`config.mk`:
```
export PLATFORM = sky130hd
export DESIGN_NAME = sfmp_core
export DESIGN_NICKNAME = d
export VERILOG_FILES = /design/src/sfmp_pkg.sv /design/src/sfmp_fifo.sv /design/src/sfmp_core.sv
export SDC_FILE = /design/constraint.sdc
export NUM_CORES = 1
export LEC_CHECK = 0
export BUFFER_PORTS_ARGS = -buffer_cell sky130_fd_sc_hd__buf_2
export CAP_MARGIN = 40
export CORE_ASPECT_RATIO = 1.25
export CORE_MARGIN = 2
export CORE_UTILIZATION = 39
export DETAILED_ROUTE_END_ITERATION = 10
export PLACE_DENSITY = 0.54
export SLEW_MARGIN = 20
export SYNTH_ARGS = -nofsm -noshare
export SYNTH_HDL_FRONTEND = slang
export SYNTH_SLANG_ARGS = --single-unit
```
`constraint.sdc`:
```
create_clock -name mclk -period 5.9 [get_ports mclk]
set_input_delay 0.295 -clock mclk [delete_from_list [all_inputs] [get_ports mclk]]
set_output_delay 0.295 -clock mclk [all_outputs]
set_load 0.02 [all_outputs]
```
`src/sfmp_pkg.sv`:
```
// Constants shared by the serial flash mode and protect logic.
// Assumes one 200 MHz core clock; every time is turned into cycles here.
package sfmp_pkg;
	// Core clock period in picoseconds.
	localparam int unsigned CLK_PS       = 5000;
	// Opcodes recognised by the command filter.
	localparam logic [7:0]  OP_WRSR      = 8'h01;
	localparam logic [7:0]  OP_PP        = 8'h02;
	localparam logic [7:0]  OP_WRDI      = 8'h04;
	localparam logic [7:0]  OP_RDSR1     = 8'h05;
	localparam logic [7:0]  OP_WREN      = 8'h06;
	localparam logic [7:0]  OP_SE        = 8'h20;
	localparam logic [7:0]  OP_QPP       = 8'h32;
	localparam logic [7:0]  OP_RDSR2     = 8'h35;
	localparam logic [7:0]  OP_EQPI      = 8'h38;
	localparam logic [7:0]  OP_RSTEN     = 8'h66;
	localparam logic [7:0]  OP_SUSP      = 8'h75;
	localparam logic [7:0]  OP_RESM      = 8'h7A;
	localparam logic [7:0]  OP_RST       = 8'h99;
	localparam logic [7:0]  OP_DPP       = 8'hA2;
	localparam logic [7:0]  OP_RDP       = 8'hAB;
	localparam logic [7:0]  OP_DPD       = 8'hB9;
	localparam logic [7:0]  OP_CE        = 8'hC7;
	localparam logic [7:0]  OP_BE        = 8'hD8;
	localparam logic [7:0]  OP_DQPI2     = 8'hF5;
	localparam logic [7:0]  OP_DQPI      = 8'hFF;
	// Kinds of array operation handed to the array sequencer.
	localparam logic [1:0]  OPK_PROG     = 2'h1;
	localparam logic [1:0]  OPK_ERASE    = 2'h2;
	localparam logic [1:0]  OPK_CHIP     = 2'h3;
	// Status byte layout and lane drive patterns.
	localparam logic [3:0]  RSVD_BITS    = 4'h0;
	localparam logic [3:0]  OE_SPI       = 4'h2;
	localparam logic [3:0]  OE_QPI       = 4'hF;
	// Protected span units: 256 kB blocks and 4 kB sectors.
	localparam logic [24:0] SPAN_BLOCK   = 25'h004_0000;
	localparam logic [24:0] SPAN_SECTOR  = 25'h000_1000;
	localparam logic [24:0] SPAN_SEC_MAX = 25'h000_8000;
	localparam logic [24:0] ARRAY_TOP    = 25'h100_0000;
	// Power-on reset window, in cycles.
	localparam logic [3:0]  POR_CYC      = 4'hF;
	// Operation times as printed, and their cycle counts.
	localparam int unsigned PUW_NS       = 1000000;
	localparam int unsigned PROG_NS      = 600000;
	localparam int unsigned ERASE_NS     = 60000000;
	localparam int unsigned CHIP_NS      = 400000000;
	localparam int unsigned WRSR_NS      = 10000000;
	localparam int unsigned PUW_CYC_DEF  = (PUW_NS * 1000 + CLK_PS - 1) / CLK_PS;
	localparam int unsigned PROG_CYC_DEF = (PROG_NS / 5);
	localparam int unsigned ERS_CYC_DEF  = (ERASE_NS / 5);
	localparam int unsigned CHIP_CYC_DEF = (CHIP_NS / 5);
	localparam int unsigned WRSR_CYC_DEF = (WRSR_NS / 5);
	// Frame phases of the command decoder.
	typedef enum logic [2:0] {
		PH_OPC = 3'b000,
		PH_ADR = 3'b001,
		PH_DAT = 3'b010,
		PH_RD  = 3'b011,
		PH_WT  = 3'b100,
		PH_IGN = 3'b101
	} sfmp_phase_e;
endpackage

```
`src/sfmp_fifo.sv`:
```
// Program data FIFO between the serial front end and the array sequencer.
// Assumes one clock; flush empties it in one cycle and wins over a push.
`timescale 1ns/1ps
`default_nettype none
module sfmp_fifo #(
	parameter int unsigned WIDTH = 8,
	parameter int unsigned DEPTH = 16
) (
	input  wire logic             clk,
	input  wire logic             rst,
	input  wire logic             flush,
	input  wire logic [WIDTH-1:0] in_data,
	input  wire logic             in_valid,
	output logic                  in_ready,
	output logic [WIDTH-1:0]      out_data,
	output logic                  out_valid,
	input  wire logic             out_ready
);
	localparam int unsigned AW = $clog2(DEPTH);
	// Storage words and pointers with one extra wrap bit.
	logic [WIDTH-1:0] mem [DEPTH];
	logic [AW:0]      wptr;
	logic [AW:0]      rptr;
	wire              full  = (wptr[AW] != rptr[AW]) && (wptr[AW-1:0] == rptr[AW-1:0]);
	wire              empty = (wptr == rptr);
	wire              push  = in_valid && !full && !flush;
	wire              pop   = out_ready && !empty && !flush;

	assign in_ready  = !full;
	assign out_valid = !empty;
	assign out_data  = mem[rptr[AW-1:0]];

	// Storage write; no reset needed since empty guards reads.
	always_ff @(posedge clk)
	begin
		if (push)
			mem[wptr[AW-1:0]] <= in_data;
	end

	// Pointer update; flush drops everything held.
	always_ff @(posedge clk)
	begin
		if (rst || flush)
		begin
			wptr <= '0;
			rptr <= '0;
		end
		else
		begin
			if (push)
				wptr <= wptr + 1'b1;
			if (pop)
				rptr <= rptr + 1'b1;
		end
	end
endmodule
`default_nettype wire

```
`src/sfmp_core.sv`:
```
// Mode and protection logic of a serial flash behind its SPI/quad pins.
// Assumes pins arrive asynchronous to mclk and the serial clock is far slower.
// Overview of operation
// Sample input lanes on serial clock rise.
// Change read output on serial clock fall.
// Accept modes 0 and 3 only.
// Dual commands move two bits per clock.
// Quad uses four lanes, needs quad enable.
// Four-lane mode entered by 38h with enable.
// Opcode eight clocks, or two in four-lane.
// Exactly one mode; disable commands leave four-lane.
// Power-up and 99h give single-lane mode.
// Power-on reset recognises no command.
// Power-up delay blocks all write commands.
// Write enable sets latch; writes need it.
// Latch clears after disable, program, erase, write.
// Deep power-down accepts only release command.
// Busy during operations; filters commands.
// Busy clears when operation completes.
// Reset enable then reset accepted while busy.
// Host waits for idle before resetting.
// First status byte layout.
// Second status byte layout.
// Guard bits select protected array part.
// Protect pin may gate status writes.
// Lock mode decodes four protection behaviours; here both slm values with slm[1] set give the same full lock.
// Suspend sets pause flag; resume clears.
// Top/bottom select picks range end.
// Mode change applies at frame end.
// Protected target leaves array and busy untouched.
`timescale 1ns/1ps
`default_nettype none
module sfmp_core #(
	parameter int unsigned PUW_CYC  = sfmp_pkg::PUW_CYC_DEF,
	parameter int unsigned PROG_CYC = sfmp_pkg::PROG_CYC_DEF,
	parameter int unsigned ERS_CYC  = sfmp_pkg::ERS_CYC_DEF,
	parameter int unsigned CHIP_CYC = sfmp_pkg::CHIP_CYC_DEF,
	parameter int unsigned WRSR_CYC = sfmp_pkg::WRSR_CYC_DEF
) (
	input  wire logic       mclk,
	input  wire logic       rst,
	input  wire logic       sck_pin,
	input  wire logic       cs_n_pin,
	input  wire logic [3:0] lane_in,
	output logic [3:0]      lane_out,
	output logic [3:0]      lane_oe,
	output logic            op_start,
	output logic [1:0]      op_kind,
	output logic [23:0]     op_addr,
	output logic [7:0]      prog_data,
	output logic            prog_valid,
	input  wire logic       prog_ready
);
	import sfmp_pkg::*;

	// Pin synchronisers; only s2 is read by logic.
	logic [5:0]  s1;
	logic [5:0]  s2;
	logic        sck_d;                  // Previous serial clock level.
	logic        cs_d;                   // Previous chip select level.
	// Power-up counters.
	logic [3:0]  por_cnt;
	logic [31:0] puw_cnt;
	// Mode and status state.
	logic        four_lane_cmd_mode;                    // Four-lane command mode.
	logic        write_enable_latch;                    // Write enable latch.
	logic        busy;                   // Operation in progress.
	logic        paused;                 // Operation suspended.
	logic        dpd;                    // Deep power-down.
	logic        rst_en;                 // Reset enable armed.
	logic [2:0]  bg;                     // Block guard bits.
	logic        tb;                     // Top/bottom select.
	logic        sec;                    // Small region select.
	logic [1:0]  slm;                    // Status lock mode.
	logic        qe;                     // Quad lane enable.
	logic        inv;                    // Protect invert.
	// Frame state.
	sfmp_phase_e ph;
	logic [7:0]  opc;
	logic [7:0]  sh;
	logic [3:0]  cnt;
	logic [2:0]  bcnt;
	logic [23:0] addr;
	logic [7:0]  wr1;
	logic [7:0]  wr2;
	logic [7:0]  tx;
	logic [3:0]  txc;
	// Operation timer and program drain control.
	logic [31:0] tmr;
	logic        prog_run;
	// FIFO side signals, declared ahead of the terms that read them.
	wire [7:0]   f_data;
	wire         f_valid;
	wire         f_in_rdy;

	// Edge detection works from either idle level, so modes 0 and 3 both fit.
	wire       sck_q    = s2[5];
	wire       cs_q     = s2[4];
	wire [3:0] lane_q   = s2[3:0];
	wire       sel      = !cs_q;
	wire       sck_rise = sel && sck_q && !sck_d;
	wire       sck_fall = sel && !sck_q && sck_d;
	wire       cs_rise  = cs_q && !cs_d;
	wire       por_done = (por_cnt == POR_CYC);
	wire       puw_done = (puw_cnt >= PUW_CYC);

	// Status bytes as read out.
	wire [7:0] st1 = {slm[0], sec, tb, bg, write_enable_latch, busy};
	wire [7:0] st2 = {paused, inv, RSVD_BITS, qe, slm[1]};

	// Receive width: opcode one lane, or four in four-lane mode.
	wire       dat_q  = (ph == PH_DAT) && (opc == OP_QPP);
	wire       dat_d  = (ph == PH_DAT) && (opc == OP_DPP);
	wire [2:0] rx_w   = (four_lane_cmd_mode || dat_q) ? 3'd4 : (dat_d ? 3'd2 : 3'd1);
	wire [3:0] cnt_nx = cnt + {1'b0, rx_w};
	wire [7:0] sh_nx  = (rx_w == 3'd4) ? {sh[3:0], lane_q} :
	                    (rx_w == 3'd2) ? {sh[5:0], lane_q[1:0]} : {sh[6:0], lane_q[0]};
	wire       byte_dn = sck_rise && (cnt_nx == 4'd8);
	wire       opc_dn  = byte_dn && (ph == PH_OPC);

	// Command filter applied when an opcode completes.
	wire ob_rd    = (sh_nx == OP_RDSR1) || (sh_nx == OP_RDSR2);
	wire ob_adr   = (sh_nx == OP_PP) || (sh_nx == OP_QPP) || (sh_nx == OP_DPP) ||
	                (sh_nx == OP_SE) || (sh_nx == OP_BE);
	wire ob_busy  = ob_rd || (sh_nx == OP_SUSP) || (sh_nx == OP_RSTEN) || (sh_nx == OP_RST);
	wire ob_known = ob_busy || ob_adr || (sh_nx == OP_WRSR) || (sh_nx == OP_WRDI) ||
	                (sh_nx == OP_WREN) || (sh_nx == OP_EQPI) || (sh_nx == OP_RESM) ||
	                (sh_nx == OP_DPD) || (sh_nx == OP_CE) || (sh_nx == OP_DQPI) ||
	                (sh_nx == OP_DQPI2) || (sh_nx == OP_RDP);
	wire ob_qgate = (sh_nx == OP_QPP) ? qe : ((sh_nx == OP_EQPI) ? (qe && !four_lane_cmd_mode) : 1'b1);
	wire ob_acc   = por_done &&
	                (dpd ? (sh_nx == OP_RDP) :
	                 (busy ? ob_busy : (ob_known && ob_qgate)));

	// Protected range decode from guard, region, direction and invert bits.
	wire [24:0] span_b = SPAN_BLOCK << (bg - 3'd1);
	wire [24:0] span_s = bg[2] ? SPAN_SEC_MAX : (SPAN_SECTOR << (bg - 3'd1));
	wire [24:0] span   = sec ? span_s : span_b;
	wire [24:0] a25    = {1'b0, addr};
	wire        in_rng = (bg == 3'd7) || ((bg != 3'd0) &&
	                     (tb ? (a25 < span) : (a25 >= ARRAY_TOP - span)));
	wire        prot_hit = in_rng ^ inv;
	wire        prot_any = inv ? (bg != 3'd7) : (bg != 3'd0);

	// Frame end execution terms; commands act at chip select rise.
	wire ex       = cs_rise && (ph == PH_WT || ph == PH_ADR || ph == PH_DAT);
	wire wr_ok    = write_enable_latch && puw_done;
	wire wp_lvl   = qe ? 1'b1 : lane_q[2];
	wire unlocked = (slm == 2'b00) || ((slm == 2'b01) && wp_lvl);
	wire ex_pp    = ex && (ph == PH_DAT) && (opc == OP_PP || opc == OP_QPP || opc == OP_DPP) && wr_ok;
	wire ex_er    = ex && (ph == PH_WT) && (opc == OP_SE || opc == OP_BE) && wr_ok;
	wire ex_ce    = ex && (ph == PH_WT) && (opc == OP_CE) && wr_ok;
	wire ex_ws    = ex && (ph == PH_DAT) && (opc == OP_WRSR) && (bcnt != 3'd0) && wr_ok && unlocked;
	wire ex_rst   = ex && (opc == OP_RST) && rst_en;
	wire blocked  = ((ex_pp || ex_er) && prot_hit) || (ex_ce && prot_any);
	wire start    = (ex_pp || ex_er || ex_ce) && !blocked;
	wire drained  = !f_valid && !prog_valid;
	wire op_done  = busy && !paused && (tmr == 32'd0) && drained;
	wire push     = byte_dn && (ph == PH_DAT) && (opc != OP_WRSR);
	wire flush    = ex_rst || cs_rise && (ph == PH_DAT) && (opc != OP_WRSR) && !start;
	wire f_ready  = prog_run && (!prog_valid || prog_ready);

	// Program data buffer; its full flag drops bytes the host overruns with.
	sfmp_fifo #(.WIDTH(8), .DEPTH(16)) u_fifo (
		.clk(mclk),
		.rst(rst),
		.flush(flush),
		.in_data(sh_nx),
		.in_valid(push),
		.in_ready(f_in_rdy),
		.out_data(f_data),
		.out_valid(f_valid),
		.out_ready(f_ready)
	);

	// Two-stage synchronisers and previous levels for edge detection.
	always_ff @(posedge mclk)
	begin
		s1    <= {sck_pin, cs_n_pin, lane_in};
		s2    <= s1;
		sck_d <= s2[5];
		cs_d  <= s2[4];
	end

	// Power-on window and power-up write delay.
	always_ff @(posedge mclk)
	begin
		if (rst)
		begin
			por_cnt <= '0;
			puw_cnt <= '0;
		end
		else
		begin
			if (!por_done)
				por_cnt <= por_cnt + 4'd1;
			if (!puw_done)
				puw_cnt <= puw_cnt + 32'd1;
		end
	end

	// Receive shifter and frame phase.
	always_ff @(posedge mclk)
	begin
		if (rst || !sel)
		begin
			ph   <= PH_OPC;
			cnt  <= '0;
			bcnt <= '0;
			sh   <= '0;
		end
		else if (sck_rise && ph != PH_IGN && ph != PH_RD)
		begin
			sh  <= sh_nx;
			cnt <= byte_dn ? 4'd0 : cnt_nx;
			if (opc_dn)
			begin
				// Refused opcodes leave the rest of the frame ignored.
				ph   <= !ob_acc ? PH_IGN : ob_rd ? PH_RD : ob_adr ? PH_ADR :
				        (sh_nx == OP_WRSR) ? PH_DAT : PH_WT;
				bcnt <= '0;
			end
			else if (byte_dn)
			begin
				bcnt <= (bcnt == 3'd7) ? bcnt : bcnt + 3'd1;
				if (ph == PH_ADR && bcnt == 3'd2)
					ph <= (opc == OP_SE || opc == OP_BE) ? PH_WT : PH_DAT;
			end
		end
	end

	// Opcode, address and status write bytes.
	always_ff @(posedge mclk)
	begin
		if (rst)
		begin
			opc  <= '0;
			addr <= '0;
			wr1  <= '0;
			wr2  <= '0;
		end
		else if (opc_dn)
			opc <= sh_nx;
		else if (byte_dn && ph == PH_ADR)
			addr <= {addr[15:0], sh_nx};
		else if (byte_dn && ph == PH_DAT && opc == OP_WRSR)
		begin
			if (bcnt == 3'd0)
				wr1 <= sh_nx;
			else if (bcnt == 3'd1)
				wr2 <= sh_nx;
		end
	end

	// Status read output, refreshed each byte so busy can be polled.
	always_ff @(posedge mclk)
	begin
		if (rst || !sel)
		begin
			tx       <= '0;
			txc      <= '0;
			lane_out <= '0;
			lane_oe  <= '0;
		end
		else if (opc_dn)
			tx <= (sh_nx == OP_RDSR2) ? st2 : st1;
		else if (sck_fall && ph == PH_RD)
		begin
			lane_out <= four_lane_cmd_mode ? tx[7:4] : {2'b00, tx[7], 1'b0};
			lane_oe  <= four_lane_cmd_mode ? OE_QPI : OE_SPI;
			if (txc + (four_lane_cmd_mode ? 4'd4 : 4'd1) == 4'd8)
			begin
				txc <= '0;
				tx  <= (opc == OP_RDSR2) ? st2 : st1;
			end
			else
			begin
				txc <= txc + (four_lane_cmd_mode ? 4'd4 : 4'd1);
				tx  <= four_lane_cmd_mode ? {tx[3:0], 4'h0} : {tx[6:0], 1'b0};
			end
		end
	end

	// Mode flags; lane usage changes only at frame end.
	always_ff @(posedge mclk)
	begin
		if (rst)
		begin
			four_lane_cmd_mode    <= 1'b0;
			dpd    <= 1'b0;
			rst_en <= 1'b0;
		end
		else if (ex)
		begin
			rst_en <= (opc == OP_RSTEN);
			if (ex_rst || opc == OP_DQPI || opc == OP_DQPI2)
				four_lane_cmd_mode <= 1'b0;
			else if (opc == OP_EQPI)
				four_lane_cmd_mode <= 1'b1;
			if (opc == OP_DPD)
				dpd <= 1'b1;
			else if (opc == OP_RDP)
				dpd <= 1'b0;
		end
	end

	// Write enable latch.
	always_ff @(posedge mclk)
	begin
		if (rst || ex_rst)
			write_enable_latch <= 1'b0;
		else if (ex && opc == OP_WREN && puw_done)
			write_enable_latch <= 1'b1;
		else if ((ex && opc == OP_WRDI) || op_done || blocked)
			write_enable_latch <= 1'b0;
	end

	// Busy, suspend and the operation timer.
	always_ff @(posedge mclk)
	begin
		if (rst || ex_rst)
		begin
			busy     <= 1'b0;
			paused   <= 1'b0;
			prog_run <= 1'b0;
			tmr      <= '0;
		end
		else if (start || ex_ws)
		begin
			busy     <= 1'b1;
			prog_run <= ex_pp;
			tmr      <= ex_ws ? WRSR_CYC : (ex_pp ? PROG_CYC : (ex_ce ? CHIP_CYC : ERS_CYC));
		end
		else if (ex && opc == OP_SUSP && busy)
		begin
			busy   <= 1'b0;
			paused <= 1'b1;
		end
		else if (ex && opc == OP_RESM && paused)
		begin
			busy   <= 1'b1;
			paused <= 1'b0;
		end
		else if (op_done)
		begin
			busy     <= 1'b0;
			prog_run <= 1'b0;
		end
		else if (busy && tmr != 32'd0)
			tmr <= tmr - 32'd1;
	end

	// Protection and configuration bits, written by an accepted status write.
	always_ff @(posedge mclk)
	begin
		if (rst)
		begin
			{slm, sec, tb, bg} <= '0;
			{inv, qe}          <= '0;
		end
		else if (ex_ws)
		begin
			{slm[0], sec, tb, bg} <= wr1[7:2];
			if (bcnt != 3'd1)
				{inv, qe, slm[1]} <= {wr2[6], wr2[1:0]};
		end
	end

	// Array hand-off: start pulse, and program bytes drained only when running.
	always_ff @(posedge mclk)
	begin
		if (rst)
		begin
			op_start   <= 1'b0;
			op_kind    <= '0;
			op_addr    <= '0;
			prog_valid <= 1'b0;
			prog_data  <= '0;
		end
		else
		begin
			op_start <= start;
			if (start)
			begin
				op_kind <= ex_pp ? OPK_PROG : (ex_ce ? OPK_CHIP : OPK_ERASE);
				op_addr <= addr;
			end
			if (!prog_valid || prog_ready)
			begin
				prog_valid <= f_valid && prog_run && !ex_rst;
				prog_data  <= f_data;
			end
		end
	end
endmodule
`default_nettype wire

```
==> metrics.yaml <==
status: "complete, no violations"
worstSetupPathType: "register to register"
setup_viol: 0
power_density_nw_per_um2: 275
path_cells: "nor2b_1, nand2_1, ha_1, mux2i_1, nor2_1, a31oi_1, o22ai_1, ha_1, a211oi_1, o21ai_0, a21oi_1, a21oi_1, o221ai_1, a21oi_1, nor4b_4, buf_4, mux2i_1, nor2_1"
hold_violations: 0
combPwrFrac: 0.015
hold_depth: 5
nets: 1621
synth_mux_area_frac: 0.0976
synthAdderAreaFrac: 0.0362
netlist_instances: 1533
synth-simple-area-share: 0.193
yosysSeqAreaShare: 0.515
slowest_stage: "dfxtp_1"
grt_pass1_wl_mm: 63.1
final.setup.tns_ns: 0
hp-start: "prog_ready"
ys_ff_latch: 348
route.detailed.drc: 0
cts_buffer_depth: 3
worstSkewPairLatency_ns: 0.54
die_y_um: 231
slew_viol_final: 0
drt_iter0_markers: 763
synth_cell_types: 99
reg2reg_depth: 18
path_clk_slew_ns: 0.06
synthToLayoutAreaGrowth_pct: 13.4
avgSynthCellArea_um2: 10.5
relSlewSlack: 0.433
diodes: 0
p_switching_w: 0.00106
vias_per_cell: 5.35
synth_top_area_cell: "dfxtp_1"
cts_setup_buffers: 0
ys_warn_count: 0
rows: 83
grt_pass1_vias: 11500
io_pins: 53
wl_per_cell_um: 18.4
rr_endpoint: "op_addr[7]"
grt_max_degree: 67
critPathCaptureType: "register"
synthFlopType: "dfxtp_1"
cts_buffers: 38
regToRegSetupSlack_ns: 1.01
min_period_ns: 4.89
stdcell_count: 2149
layout-drive-gt1-share: 0.138
synth_top_cell_area_share: 0.275
synth_area_leaders: "dfxtp_1, edfxtp_1, mux4_2"
die-area_um2: 42700
p_sw_frac: 0.213
overflow: 0
antenna_found_initial: 0
cellInternalPower_w: 0.00393
slowest_delay_ns: 0.71
drt-pass1-iter-count: 5
power_frac_seq: 0.499
crit_required_ns: 6.29
gp_congestion: 0.877
drt-total-wl_mm: 39.5
final_antenna_net_count: 0
cts_root_buffer: "clkbuf_16"
synth_area_um2: 16000
rsz0062_at_grt: "false"
hold_buffers: 6
power_leakage_nw: 6.65
max_freq_mhz: 204
clock_sinks: 348
cts.htree.levels: 2
final_common_cell: "nor2_1"
mostFrequentLayoutCells: "nor2_1, dfxtp_1, nand2_1, edfxtp_1, a21oi_1"
min_to: "prog_data[2]"
synth-compound-area-share: 0.0923
cp_common_cell: "a21oi_1"
worst_pin_slew_ns: 0.843
timing.final.crit_share: 0.829
crit-reg2reg-launch: "bg[1]"
clockPowerShare: 0.486
start_kind: "register"
die_w_um: 185
cp_max_fo: 40
cts_tree: "yes"
dp_hpwl_mm: 26.9
hp-class: "input pin to register"
synth_top_family_by_area: "simple AND/OR/NAND/NOR gates"
dp_cells: 2068
clock_skew_ns: 0.0150
worst_ir_drop_vdd_mv: 0.189
core_um2: 40800
async_flop_share: 0
cts_resized: 0
initial_utilization: 0.393
synth_xor_xnor_area_share: 0.0344
synth_edf_count: 128
max_cap_violations: 0
io_buffers: 52
grt_usage: 0.188
cp.arrival_ns: 5.28
num_vias: 11500
==> worst max-delay path by stage <==
stage,from,end,slack (ns),cells past startpoint
3_5_place_dp,bg[0],tmr[1],1.12,18
5_1_grt,bg[0],tmr[1],0.49,18
4_1_cts,bg[0],tmr[1],1.07,18
2_1_floorplan,sec,u_fifo.rptr[0],1.74,20
6_report,bg[1],op_addr[7],1.01,18
3_3_place_gp,sec,tmr[1],1.27,17
==> logic make-up (layout without fill, tap and decap cells) <==
group                      count (synthesis)  count (layout)
other                                      1               2
muxes                                    105             105
AOI/OAI and AO/OA                        217             217
xor gates and xnor gates                  63              63
adders and majority gates                 46              46
buffers and inverters                    122             185
and+or+nand+nor                          631             631
DFF                                      348             348
==> metal layers <==
layer	GRT usage	routed length, um
met1	0.230	16800
met2	0.338	20300
met3	0.0254	1380
met4	0.0598	981
met5	0	0
==> state kept, by name (all words and copies together) (netlist names), 4 cells and up <==
name	flops
addr	24
cnt	4
lane_out	4
op_addr	24
opc	8
por_cnt	4
prog_data	8
puw_cnt	32
s1	6
s2	6
sh	7
tmr	32
tx	8
txc	4
u_fifo.mem	128
u_fifo.rptr	5
u_fifo.wptr	5
wr1	6
==> power by group through the flow <==
stage / logic (W) / clock network, W / registers [W]
global placement: 0.0000709 / 0 / 0.00255
floorplan: 0.0000474 / 0 / 0.00255
detailed placement: 0.0000716 / 0 / 0.00255
finish: 0.0000738 / 0.00243 / 0.00249
CTS: 0.0000748 / 0.00249 / 0.00249
global route: 0.0000826 / 0.00259 / 0.00249
==> synthesized netlist by cell type (3+ instances only) <==
library cell    n
clkinv_2        3
and2_1          9
and4_1          4
buf_2          12
nand4_1        17
or3_1           8
xor2_1         38
xnor2_1        25
nor2b_1        28
nand3b_1       10
a222oi_1        4
a41o_1          3
nand3_1        40
dfxtp_1       220
buf_6           3
a221oi_1        3
nor3_1         36
a211oi_1       25
o211ai_1        6
o22ai_1         3
nand4b_1        3
nor2_1        223
nand2b_1       15
a41oi_1         3
ha_1           44
mux2_2          3
a31o_2          3
a21oi_1        86
and3_1         16
edfxtp_1      128
a21o_1          7
mux2_1          3
nor3b_1         7
a31oi_1        18
o21ai_0        17
o21a_1          5
buf_1           6
mux2i_1        58
clkbuf_1       67
mux4_2         40
or2_2           4
or4_1          11
nor4_1         30
nand2_1       149
inv_1          25
==> stage by stage <==
step | setup slack, ns | util | instance area, um^2 | hold slack, ns | power [W]
floorplan | 1.74 | - | 16000 | 0.310 | 0.00259
global placement | 1.27 | 0.410 | 16700 | 0.311 | 0.00262
detailed placement | 1.12 | 0.411 | 16800 | 0.313 | 0.00262
CTS | 1.07 | 0.444 | 18100 | 0.217 | 0.00506
global route | 0.493 | 0.445 | 18200 | 0.253 | 0.00516
finish | 1.01 | 0.445 | 18200 | 0.231 | 0.00499
==> final cells by class <==
cell class,count,area (um^2)
fillers,3862,22600
flip-flops and latches,348,8250
multi-input cells,1064,7290
clock buffers,47,1060
well taps,552,691
repair buffers,83,526
clock inverters,23,231
inverters,32,129
==> critical path, delay by kind of cell, from the launching register on <==
kind / cells / cell delay (ns)
adders and majority gates: 2 / 0.69
AOI/OAI and AO/OA: 8 / 1.40
buffers and inverters: 1 / 0.52
muxes: 2 / 0.46
DFF: 1 / 0.71
and+or+nand+nor: 5 / 0.92
Note: power is estimated with default switching activity, not from simulation.
